File: src/design/lpcg_map.svh
// Offsets, field positions, reset values and timing for the sleep controller.
// Included by the top-level design module only.
`ifndef LPCG_MAP_SVH
`define LPCG_MAP_SVH

// Register offsets (word index on the plain register port)
`define LPCG_OFS_CTRL 4'h0
`define LPCG_OFS_STAT 4'h1

// Control register fields
`define LPCG_PCLK_LSB 2
`define LPCG_PCLK_MSB 7
`define LPCG_DEPTH_LO 12
`define LPCG_DEPTH_HI 13
`define LPCG_FLASH_BIT 14
`define LPCG_CTRL_RST 16'h4000
`define LPCG_CTRL_MASK 16'h70FC

// Clock rate and wake-up settle times
`define LPCG_CLK_MHZ 100
`define LPCG_OSC_START_NS 1000
`define LPCG_PLL_LOCK_NS 2000
`define LPCG_OSC_CYC ((`LPCG_OSC_START_NS * `LPCG_CLK_MHZ + 999) / 1000)
`define LPCG_PLL_CYC ((`LPCG_PLL_LOCK_NS * `LPCG_CLK_MHZ + 999) / 1000)

`endif

File: src/design/lpcg_pkg.sv
// Types shared by the sleep controller modules.
// Assumes lpcg_map.svh sits on the include path.
package lpcg_pkg;
  typedef enum logic [2:0] {
    LPCG_RUN = 3'b000,
    LPCG_LIGHT = 3'b001,
    LPCG_DEEP = 3'b010,
    LPCG_HALT = 3'b011,
    LPCG_OSC_WAIT = 3'b100,
    LPCG_PLL_WAIT = 3'b101
  } lpcg_state_e;

  typedef logic [15:0] lpcg_word_t;
endpackage : lpcg_pkg

File: src/design/lpcg_settle.sv
// Down counter that signals when a settle period has elapsed.
// Assumes a single clock; i_start is a one-cycle pulse.
`timescale 1ns/1ns
module lpcg_settle #(
  parameter int WIDTH = 16
) (
  // Clock and reset
  input wire logic i_clk,
  input wire logic i_rst,
  // Control
  input wire logic i_start,
  input wire logic [WIDTH-1:0] i_cycles,
  // Status
  output logic o_busy,
  output logic o_done
);
  logic [WIDTH-1:0] cnt_q, cnt_d;
  logic busy_q, busy_d;
  logic done_q, done_d;

  initial begin
    if (WIDTH < 2) $error("lpcg_settle: WIDTH too small");
  end

  always_comb begin
    cnt_d = cnt_q;
    busy_d = busy_q;
    done_d = 1'b0;
    if (i_start) begin
      cnt_d = i_cycles;
      busy_d = 1'b1;
    end else if (busy_q) begin
      if (cnt_q <= WIDTH'(1)) begin
        busy_d = 1'b0;
        done_d = 1'b1;
      end else begin
        cnt_d = cnt_q - WIDTH'(1);
      end
    end
  end

  always_ff @(posedge i_clk or posedge i_rst) begin
    if (i_rst) begin
      cnt_q <= '0;
      busy_q <= 1'b0;
      done_q <= 1'b0;
    end else begin
      cnt_q <= cnt_d;
      busy_q <= busy_d;
      done_q <= done_d;
    end
  end

  assign o_busy = busy_q;
  assign o_done = done_q;
endmodule : lpcg_settle

File: src/design/lpcg_top.sv
// Low-power mode and clock-gating controller.
// Assumes the core pulses i_idle_exec when it runs the idle instruction
// and that all inputs are synchronous to i_clk.
// Function
// - Idle stops all processor clocks; system clock output keeps running in light sleep only
// - Idle ends on processor reset or an interrupt request
// - Two domains: processor logic, and system for peripherals and interrupts
// - Sleep depth field [13:12]: 00 light, 01 deep, 1X halt
// - Light sleep stops processor domain only; wake on many sources
// - Deep sleep stops both domains; watchdog, PLL, oscillator, flash on (flash power follows control bit 14 in every state)
// - Deep sleep exits on wake, external interrupt, reset or drive protect
// - Halt also stops oscillator, watchdog, PLL; only reset or protect wake
// - Six peripheral clock enables, all disabled after reset
//
// Local design decisions: the register addresses and the address-and-strobe port.
`timescale 1ns/1ns
`include "lpcg_map.svh"
module lpcg_top
  import lpcg_pkg::*;
#(
  parameter int NUM_PCLK = 6,
  parameter int OSC_CYC = `LPCG_OSC_CYC,
  parameter int PLL_CYC = `LPCG_PLL_CYC
) (
  // Clock and reset
  input wire logic i_clk,
  input wire logic i_rst,
  // Register port
  input wire logic [3:0] i_addr,
  input wire logic [15:0] i_wdata,
  input wire logic i_wr,
  input wire logic i_rd,
  output logic [15:0] o_rdata,
  // Core and wake sources
  input wire logic i_idle_exec,
  input wire logic i_core_rst,
  input wire logic i_periph_irq,
  input wire logic i_ext_irq,
  input wire logic i_wakeup_irq,
  input wire logic i_power_drive_protect_int,
  // Clock and power controls
  output logic o_cpu_clk_en,
  output logic o_system_clock_out_en,
  output logic o_watchdog_clock_en,
  output logic o_pll_en,
  output logic o_osc_en,
  output logic o_flash_pwr,
  output logic [NUM_PCLK-1:0] o_periph_clk_en
);
  localparam int PW = `LPCG_PCLK_MSB - `LPCG_PCLK_LSB + 1;

  initial begin
    if (NUM_PCLK != PW) $error("lpcg_top: NUM_PCLK must match field");
    if (OSC_CYC < 1 || OSC_CYC > 65535) $error("lpcg_top: bad OSC_CYC");
    if (PLL_CYC < 1 || PLL_CYC > 65535) $error("lpcg_top: bad PLL_CYC");
  end

  lpcg_state_e state_q, state_d;
  lpcg_word_t ctrl_q, ctrl_d;
  lpcg_word_t rdata_q, rdata_d;
  logic cpu_q, cpu_d, sys_q, sys_d;
  logic wdog_q, wdog_d, pll_q, pll_d, osc_q, osc_d;
  logic [NUM_PCLK-1:0] pclk_q, pclk_d;
  logic tmr_start;
  logic [15:0] tmr_cycles;
  logic tmr_busy, tmr_done;
  logic [1:0] depth;
  logic wake_light, wake_deep, wake_halt;

  function automatic lpcg_state_e depth_state(input logic [1:0] sel);
    if (sel[1]) return LPCG_HALT;
    return sel[0] ? LPCG_DEEP : LPCG_LIGHT;
  endfunction : depth_state

  assign depth = ctrl_q[`LPCG_DEPTH_HI:`LPCG_DEPTH_LO];
  assign wake_light = i_periph_irq | i_ext_irq | i_core_rst
    | i_power_drive_protect_int;
  assign wake_deep = i_wakeup_irq | i_ext_irq | i_core_rst
    | i_power_drive_protect_int;
  assign wake_halt = i_core_rst | i_power_drive_protect_int;

  lpcg_settle #(
    .WIDTH(16)
  ) u_lpcg_settle (
    .i_clk(i_clk),
    .i_rst(i_rst),
    .i_start(tmr_start),
    .i_cycles(tmr_cycles),
    .o_busy(tmr_busy),
    .o_done(tmr_done)
  );

  // Sleep sequencer and clock enables
  always_comb begin
    state_d = state_q;
    tmr_start = 1'b0;
    tmr_cycles = 16'(OSC_CYC);
    unique case (state_q)
      LPCG_RUN: begin
        if (i_idle_exec) state_d = depth_state(depth);
      end
      LPCG_LIGHT: begin
        if (wake_light) state_d = LPCG_RUN;
      end
      LPCG_DEEP: begin
        if (wake_deep) state_d = LPCG_RUN;
      end
      LPCG_HALT: begin
        if (wake_halt) begin
          state_d = LPCG_OSC_WAIT;
          tmr_start = 1'b1;
        end
      end
      LPCG_OSC_WAIT: begin
        if (tmr_done) begin
          state_d = LPCG_PLL_WAIT;
          tmr_start = 1'b1;
          tmr_cycles = 16'(PLL_CYC);
        end
      end
      LPCG_PLL_WAIT: begin
        if (tmr_done) state_d = LPCG_RUN;
      end
      default: state_d = LPCG_RUN;
    endcase
    cpu_d = (state_d == LPCG_RUN);
    sys_d = (state_d == LPCG_RUN) || (state_d == LPCG_LIGHT);
    osc_d = (state_d != LPCG_HALT);
    pll_d = osc_d && (state_d != LPCG_OSC_WAIT);
    wdog_d = pll_d;
  end

  always_ff @(posedge i_clk or posedge i_rst) begin
    if (i_rst) begin
      state_q <= LPCG_RUN;
      cpu_q <= 1'b1;
      sys_q <= 1'b1;
      wdog_q <= 1'b1;
      pll_q <= 1'b1;
      osc_q <= 1'b1;
    end else begin
      state_q <= state_d;
      cpu_q <= cpu_d;
      sys_q <= sys_d;
      wdog_q <= wdog_d;
      pll_q <= pll_d;
      osc_q <= osc_d;
    end
  end

  // Register port
  always_comb begin
    ctrl_d = ctrl_q;
    rdata_d = 16'h0000;
    if (i_wr && i_addr == `LPCG_OFS_CTRL) begin
      ctrl_d = i_wdata & `LPCG_CTRL_MASK;
    end
    if (i_rd) begin
      unique case (i_addr)
        `LPCG_OFS_CTRL: rdata_d = ctrl_q;
        `LPCG_OFS_STAT: rdata_d = {8'h00, tmr_busy, 1'b0,
          o_osc_en, o_pll_en, o_system_clock_out_en, state_q};
        default: rdata_d = 16'h0000;
      endcase
    end
    pclk_d = ctrl_d[`LPCG_PCLK_MSB:`LPCG_PCLK_LSB] & {NUM_PCLK{sys_d}};
  end

  always_ff @(posedge i_clk or posedge i_rst) begin
    if (i_rst) begin
      ctrl_q <= `LPCG_CTRL_RST;
      rdata_q <= 16'h0000;
      pclk_q <= '0;
    end else begin
      ctrl_q <= ctrl_d;
      rdata_q <= rdata_d;
      pclk_q <= pclk_d;
    end
  end

  assign o_rdata = rdata_q;
  assign o_cpu_clk_en = cpu_q;
  assign o_system_clock_out_en = sys_q;
  assign o_watchdog_clock_en = wdog_q;
  assign o_pll_en = pll_q;
  assign o_osc_en = osc_q;
  assign o_flash_pwr = ctrl_q[`LPCG_FLASH_BIT];
  assign o_periph_clk_en = pclk_q;
endmodule : lpcg_top

File: config.mk
export PLATFORM = sky130hd
export DESIGN_NAME = lpcg_top
export DESIGN_NICKNAME = d
export VERILOG_FILES = /design/src/design/lpcg_pkg.sv /design/src/design/lpcg_settle.sv /design/src/design/lpcg_top.sv
export VERILOG_INCLUDE_DIRS = /design/src /design/src/design
export SDC_FILE = /design/constraint.sdc
export NUM_CORES = 1
export LEC_CHECK = 0
export BUFFER_PORTS_ARGS = -buffer_cell sky130_fd_sc_hd__buf_2
export CAP_MARGIN = 0
export CORE_MARGIN = 1.5
export CORE_UTILIZATION = 47
export DETAILED_ROUTE_END_ITERATION = 16
export GPL_TIMING_DRIVEN = 0
export PLACE_DENSITY = 0.75
export SLEW_MARGIN = 20
export SYNTH_ARGS = -nofsm -noshare
export SYNTH_HDL_FRONTEND = slang
export SYNTH_SLANG_ARGS = --single-unit
File: constraint.sdc
create_clock -name i_clk -period 2.09 [get_ports i_clk]
set_input_delay 0.209 -clock i_clk [delete_from_list [all_inputs] [get_ports i_clk]]
set_output_delay 0.209 -clock i_clk [all_outputs]
set_load 0.01 [all_outputs]
### Yosys cells after proc, flatten, opt, wreduce, memory -nomap -nowiden

Cells that the tools add are included.

| operators by class | value |
|---|---|
| add/sub/neg operators | 1 |
| magnitude comparators | 1 |
| equality and inequality tests | 10 |
| mux-type cells | 30 |
| bitwise gates (word level) | 8 |
| reductions and logical operators | 8 |

Operators by type and width:

| operator | count |
|---|---|
| two-way mux 16 bit | 3 |
| one-hot mux 15 bit (2 select lines) | 1 |
| two-way mux 3 bit | 8 |
| two-way mux 8 bit | 3 |
| one-hot mux 3 bit (6 select lines) | 1 |
| less-or-equal comparator 16 x 1 -> 1 bit (second input constant) | 1 |
| subtractor 16 x 1 -> 16 bit (second input constant) | 1 |
| two-way mux 15 bit | 1 |
| two-way mux 1 bit | 11 |
| bitwise OR 1 bit | 7 |
| bitwise AND 6 bit | 1 |
| equality test 3 x 1 -> 1 bit (second input constant) | 2 |
| equality test 3 x 2 -> 1 bit (second input constant) | 2 |
| equality test 3 bit (second input constant) | 2 |
| zero test 3 bit | 2 |
| equality test 4 x 1 -> 1 bit (second input constant) | 1 |
| zero test 4 bit | 1 |
| != test 3 x 2 -> 1 bit (second input constant) | 1 |
| != test 3 bit (second input constant) | 1 |
| logical AND 1 bit | 2 |
| two-way mux 2 bit | 1 |
| != test 2 bit (second input constant) | 1 |
| one-hot mux 1 bit (2 select lines) | 1 |
| AND reduction 2 bit | 1 |
| other kinds (2) | 2 |

| storage, ports and cells | value |
|---|---|
| register bits after elaboration | 56 |
| input bits | 30 |
| output and inout port bits | 28 |
| logic and storage cells | 70 |

### Depth between registers and ports, before layout

| logic depth | value |
|---|---|
| word-level depth | 9 |
| gate-level depth with buffers | 7 |
| depth with buffers taken out | 6 |

### Cells and area by module

A second synthesis with hierarchy kept.

| unflattened totals | value |
|---|---|
| cell total of the unflattened synthesis | 226 |
| area, all modules | 2488.6 µm² |

Modules (own cells, without submodules):

| module | instances | cells each | area each (µm²) | sequential area each (µm²) |
|---|---|---|---|---|
| lpcg_top | 1 | 102 | 1357.6 | 832.0 |
| lpcg_settle | 1 | 124 | 1131.1 | 450.4 |

### Least setup slack after synthesis

OpenSTA, ideal clock, no wires.

| path | value |
|---|---|
| path kind | flip-flop to flip-flop |
| from | register u_lpcg_settle.cnt_q[8] |
| to | register u_lpcg_settle.cnt_q[13] |
| library setup time | 0.079 ns |
| data arrival time | 1.976 ns |
| required time | 2.011 ns |
| slack | 0.035 ns |
| stages on the path, launching flop included | 5 |
| buffers on the path | 0 |
| clock period less this slack | 2.055 ns |
| cells stage by stage | dfrtp_1 or4_4 a2111o_1 or4_1 a21oi_1 |

| on the way | value |
|---|---|
| longest elaborated chain between the ends | 4 |
| elaborated cells between the ends (all ways) | 7 |
| classes of those cells | 1 x add/sub; 1 x order compare; 1 x eq/ne; 3 x mux; 1 x reduce/logical |

Ends and longest elaborated chain:

| what | line | RTL |
|---|---|---|
| start, declared | lpcg_settle.sv:17 | `logic [WIDTH-1:0] cnt_q, cnt_d;` |
| start signal, assigned | lpcg_settle.sv:48 | `cnt_q <= cnt_d;` |
| subtractor 16 x 1 -> 16 bit | lpcg_settle.sv:37 | `cnt_d = cnt_q - WIDTH'(1);` |
| two-way mux 16 bit | lpcg_settle.sv:33 | `if (cnt_q <= WIDTH'(1)) begin` |
| two-way mux 16 bit | lpcg_settle.sv:32 | `end else if (busy_q) begin` |
| two-way mux 16 bit | lpcg_settle.sv:29 | `if (i_start) begin` |

Several ways; a longest one is shown, not always the timed one. The select of a mux whose other input is x is not followed.
A chain may end at the register's enable or synchronous reset.

### Final worst setup path

| path | value |
|---|---|
| from | register u_lpcg_settle.cnt_q[8] |
| to | register u_lpcg_settle.cnt_q[15] |

Same word-level chain as after synthesis.

==> metrics.cfg <==
[run_status]
status=complete, but fails checks
failed_checks=negative setup slack

[critical_path]
arrival_ns=2.34
start_kind=flop
required_ns=2.32
criticalPathCategory=flop to flop
reg2reg_slack_ns=-0.02
end_kind=flop
crit_fanout=6

[cells_and_area]
area_delta_synth_final_pct=26.58
fin_area_mm2=0.002955
diodes=0
fillCellCount=403
final_cells=349
fin_nets=313
drive_gt1_share_pct=40.07

[floorplan]
rows=25
num_io_pins=58
dieArea_mm2=0.005399
die_y_um=73.48
die_width_um=73.48
design.core.area_mm2=0.004755
start_util_pct=49.11

[synthesis]
syn_area_mm2=0.002335
synth-seq-cells=51
synthArstFlopShare_pct=100.0
ys_seq_area_share_pct=54.93
synth-edff-count=0
yosysWarnings=0
yosysMostFrequentCell=dfrtp_1
synth_top_family_by_area=simple AND/OR/NAND/NOR gates
synth-xor-area-share_pct=0.3751
netlist_top_cells_area=dfrtp_1 49%, dfstp_2 5.6%, mux2_2 4.3%
syn_inst=212
synthSimpleGateAreaFrac_pct=20.90
synth_compound_area_share_pct=13.29
avgSynthCellArea_um2=11.01
synthMuxAreaShare_pct=5.198
synthAdderAreaFrac_pct=1.072
synth_area_leader_cell=dfrtp_1
synthTopCellsByCount=46 x dfrtp_1, 17 x nand2_1, 13 x nor2b_1
synth_ff_type=dfrtp_1
yosysUniqueCellTypes=52
synth.top_cell.area_share_pct=49.30

[global_route]
grtUsageMet3_pct=5.213
antenna_found_initial=0
grt_usage_pct=19.53
grt_overflow=0
grt_max_degree=32
grt_pass1_vias=1692
grt_pass1_wl_um=7997
met1_usage_pct=28.16
grt.busiest_layer=met2
grt_use_met2_pct=28.83

[sta]
setup_viol=2
rsz0062_at_grt=true
max_freq_mhz=473.4
clock_skew_ns=0.006447
worstMarginPinSlew_ns=0.7868
setup_slack_ns=-0.02259
finalCritPeriodShare_pct=101.1
finalHoldViolCount=0
setup_tns_ns=-0.04143
slew_headroom_pct=47.11
post-route-min-period_ns=2.113
drv_slew=0

[route]
firstDrtPassIters=4
wire_per_inst_um=14.43
wirelength_um=5037
vias=1842
drc=0
vias_per_cell=5.278
antenna_left=0
drtIter0Drc=83

[placed_design]
port_buffers=45
gp_congestion=0.8346
dp_hpwl_um=3387
place_area_mm2=0.002679
dp.cells=329

[clocking]
clock_latency_ns=0.30
cts_max_level=2
clock_path_buffers=2
clock_sinks=51
path_clk_slew_ns=0.09
cts_root_buffer=clkbuf_8
tritoncts=yes
cts_buffers=5

[power]
vdd_drop_max_mv=0.5077
p_leak_nw=1.449
cellPowerDensity_mw_per_mm2=636.5

[run]
maxCapViolations=0

[worst_hold_path]
hp-class=input port to flop

-- worst paths after layout --
check / startpoint / to / depth (start not counted)
worst max-delay path: u_lpcg_settle.cnt_q[8] / u_lpcg_settle.cnt_q[15] / 4
worst min-delay path: i_wdata[12] / ctrl_q[12] / 2
worst max register to register: u_lpcg_settle.cnt_q[8] / u_lpcg_settle.cnt_q[15] / 4
worst min register to register: ctrl_q[6] / o_rdata[6] / 1
max in group asynchronous: i_rst / o_cpu_clk_en / 4
min in group asynchronous: i_rst / o_rdata[0] / 3
-- state kept, by name (all words and copies together) (netlist names) --
register	cells
o_rdata	11
state_q	3
u_lpcg_settle.cnt_q	16
ctrl_q	9
u_lpcg_settle.o_busy	1
o_cpu_clk_en	1
u_lpcg_settle.o_done	1
o_pll_en	1
o_system_clock_out_en	1
o_osc_en	1
o_periph_clk_en	6
-- timing repair --
| item | CTS | global route |
|---|---|---|
| resized for setup | 1 | 14 |
| endpoints found under the setup margin | 6 | 14 |
| hold endpoints to repair | 20 | 0 |
| pin swaps | 3 | 9 |
| buffers inserted | 7 | 6 |
| hold buffers | 1 | 0 |
| cloned | 0 | 0 |
-- area by class of cell --
class	count	area (um^2)	area share, %
well taps	67	83.83	2.837
flip-flops and latches	51	1282	43.40
clock buffers	5	68.82	2.329
repair buffers	60	352.8	11.94
plain buffers	9	57.56	1.948
inverters	8	30.03	1.016
clock inverters	3	43.79	1.482
multi-input cells	146	1036	35.05
-- critical path: stages (launching register included) --
cell and delay, ns:
dfrtp_1 0.40, or4_4 0.56, a2111o_1 0.39, or4_4 0.55
a21oi_2 0.14
-- power by group --
part	leakage (nW)	internal (mW)	switching, mW
combinational	0.747	0.0792	0.0653
sequential	0.644	1.03	0.0288
clock	0.0581	0.357	0.318
-- layer usage --
layer / share of wire [%] / vias to the layer above
met5: 0 / -
met4: 1.5 / 0
met3: 3.3 / 9
met2: 48 / 42
met1: 47 / 895
li1: - / 896
-- cell usage in the layout (no fill, tap or decap), types with 5 or more instances in the layout --
cell type / synthesis / final
buf_2: 1 / 46
dfrtp_1: 46 / 46
buf_4: 6 / 19
nand2_1: 17 / 17
nor2b_1: 13 / 13
nor2_1: 11 / 11
mux2_2: 9 / 9
o21ai_0: 8 / 8
a21oi_1: 9 / 7
and3_1: 7 / 7
inv_1: 8 / 5
a22oi_1: 5 / 5
conb_1: 1 / 5
clkbuf_8: 0 / 5
dfstp_2: 5 / 5
-- per-stage QoR --
stage	power [mW]	hold WS, ns	util [%]	worst slack [ns]
finish	1.881	0.1361	62.16	-0.02259
global route	1.964	0.1341	62.16	-0.06559
CTS	1.903	0.1303	60.00	0.0005846
detailed placement	1.224	0.2436	56.34	-0.08640
global placement	1.217	0.4421	55.92	-0.1026
floorplan	1.164	0.3596	-	0.03495
-- cells by family (layout without fill, tap and decap cells) --
family	count (synthesis)	after routing
AND/OR/NAND/NOR	83	83
flip-flops	51	51
AO/OA/AOI/OAI	44	44
buffers and inverters	19	85
multiplexers	11	11
adder cells (fa/ha/maj)	2	2
other	1	5
XOR/XNOR	1	1
Power figures use the tool's default switching activity.
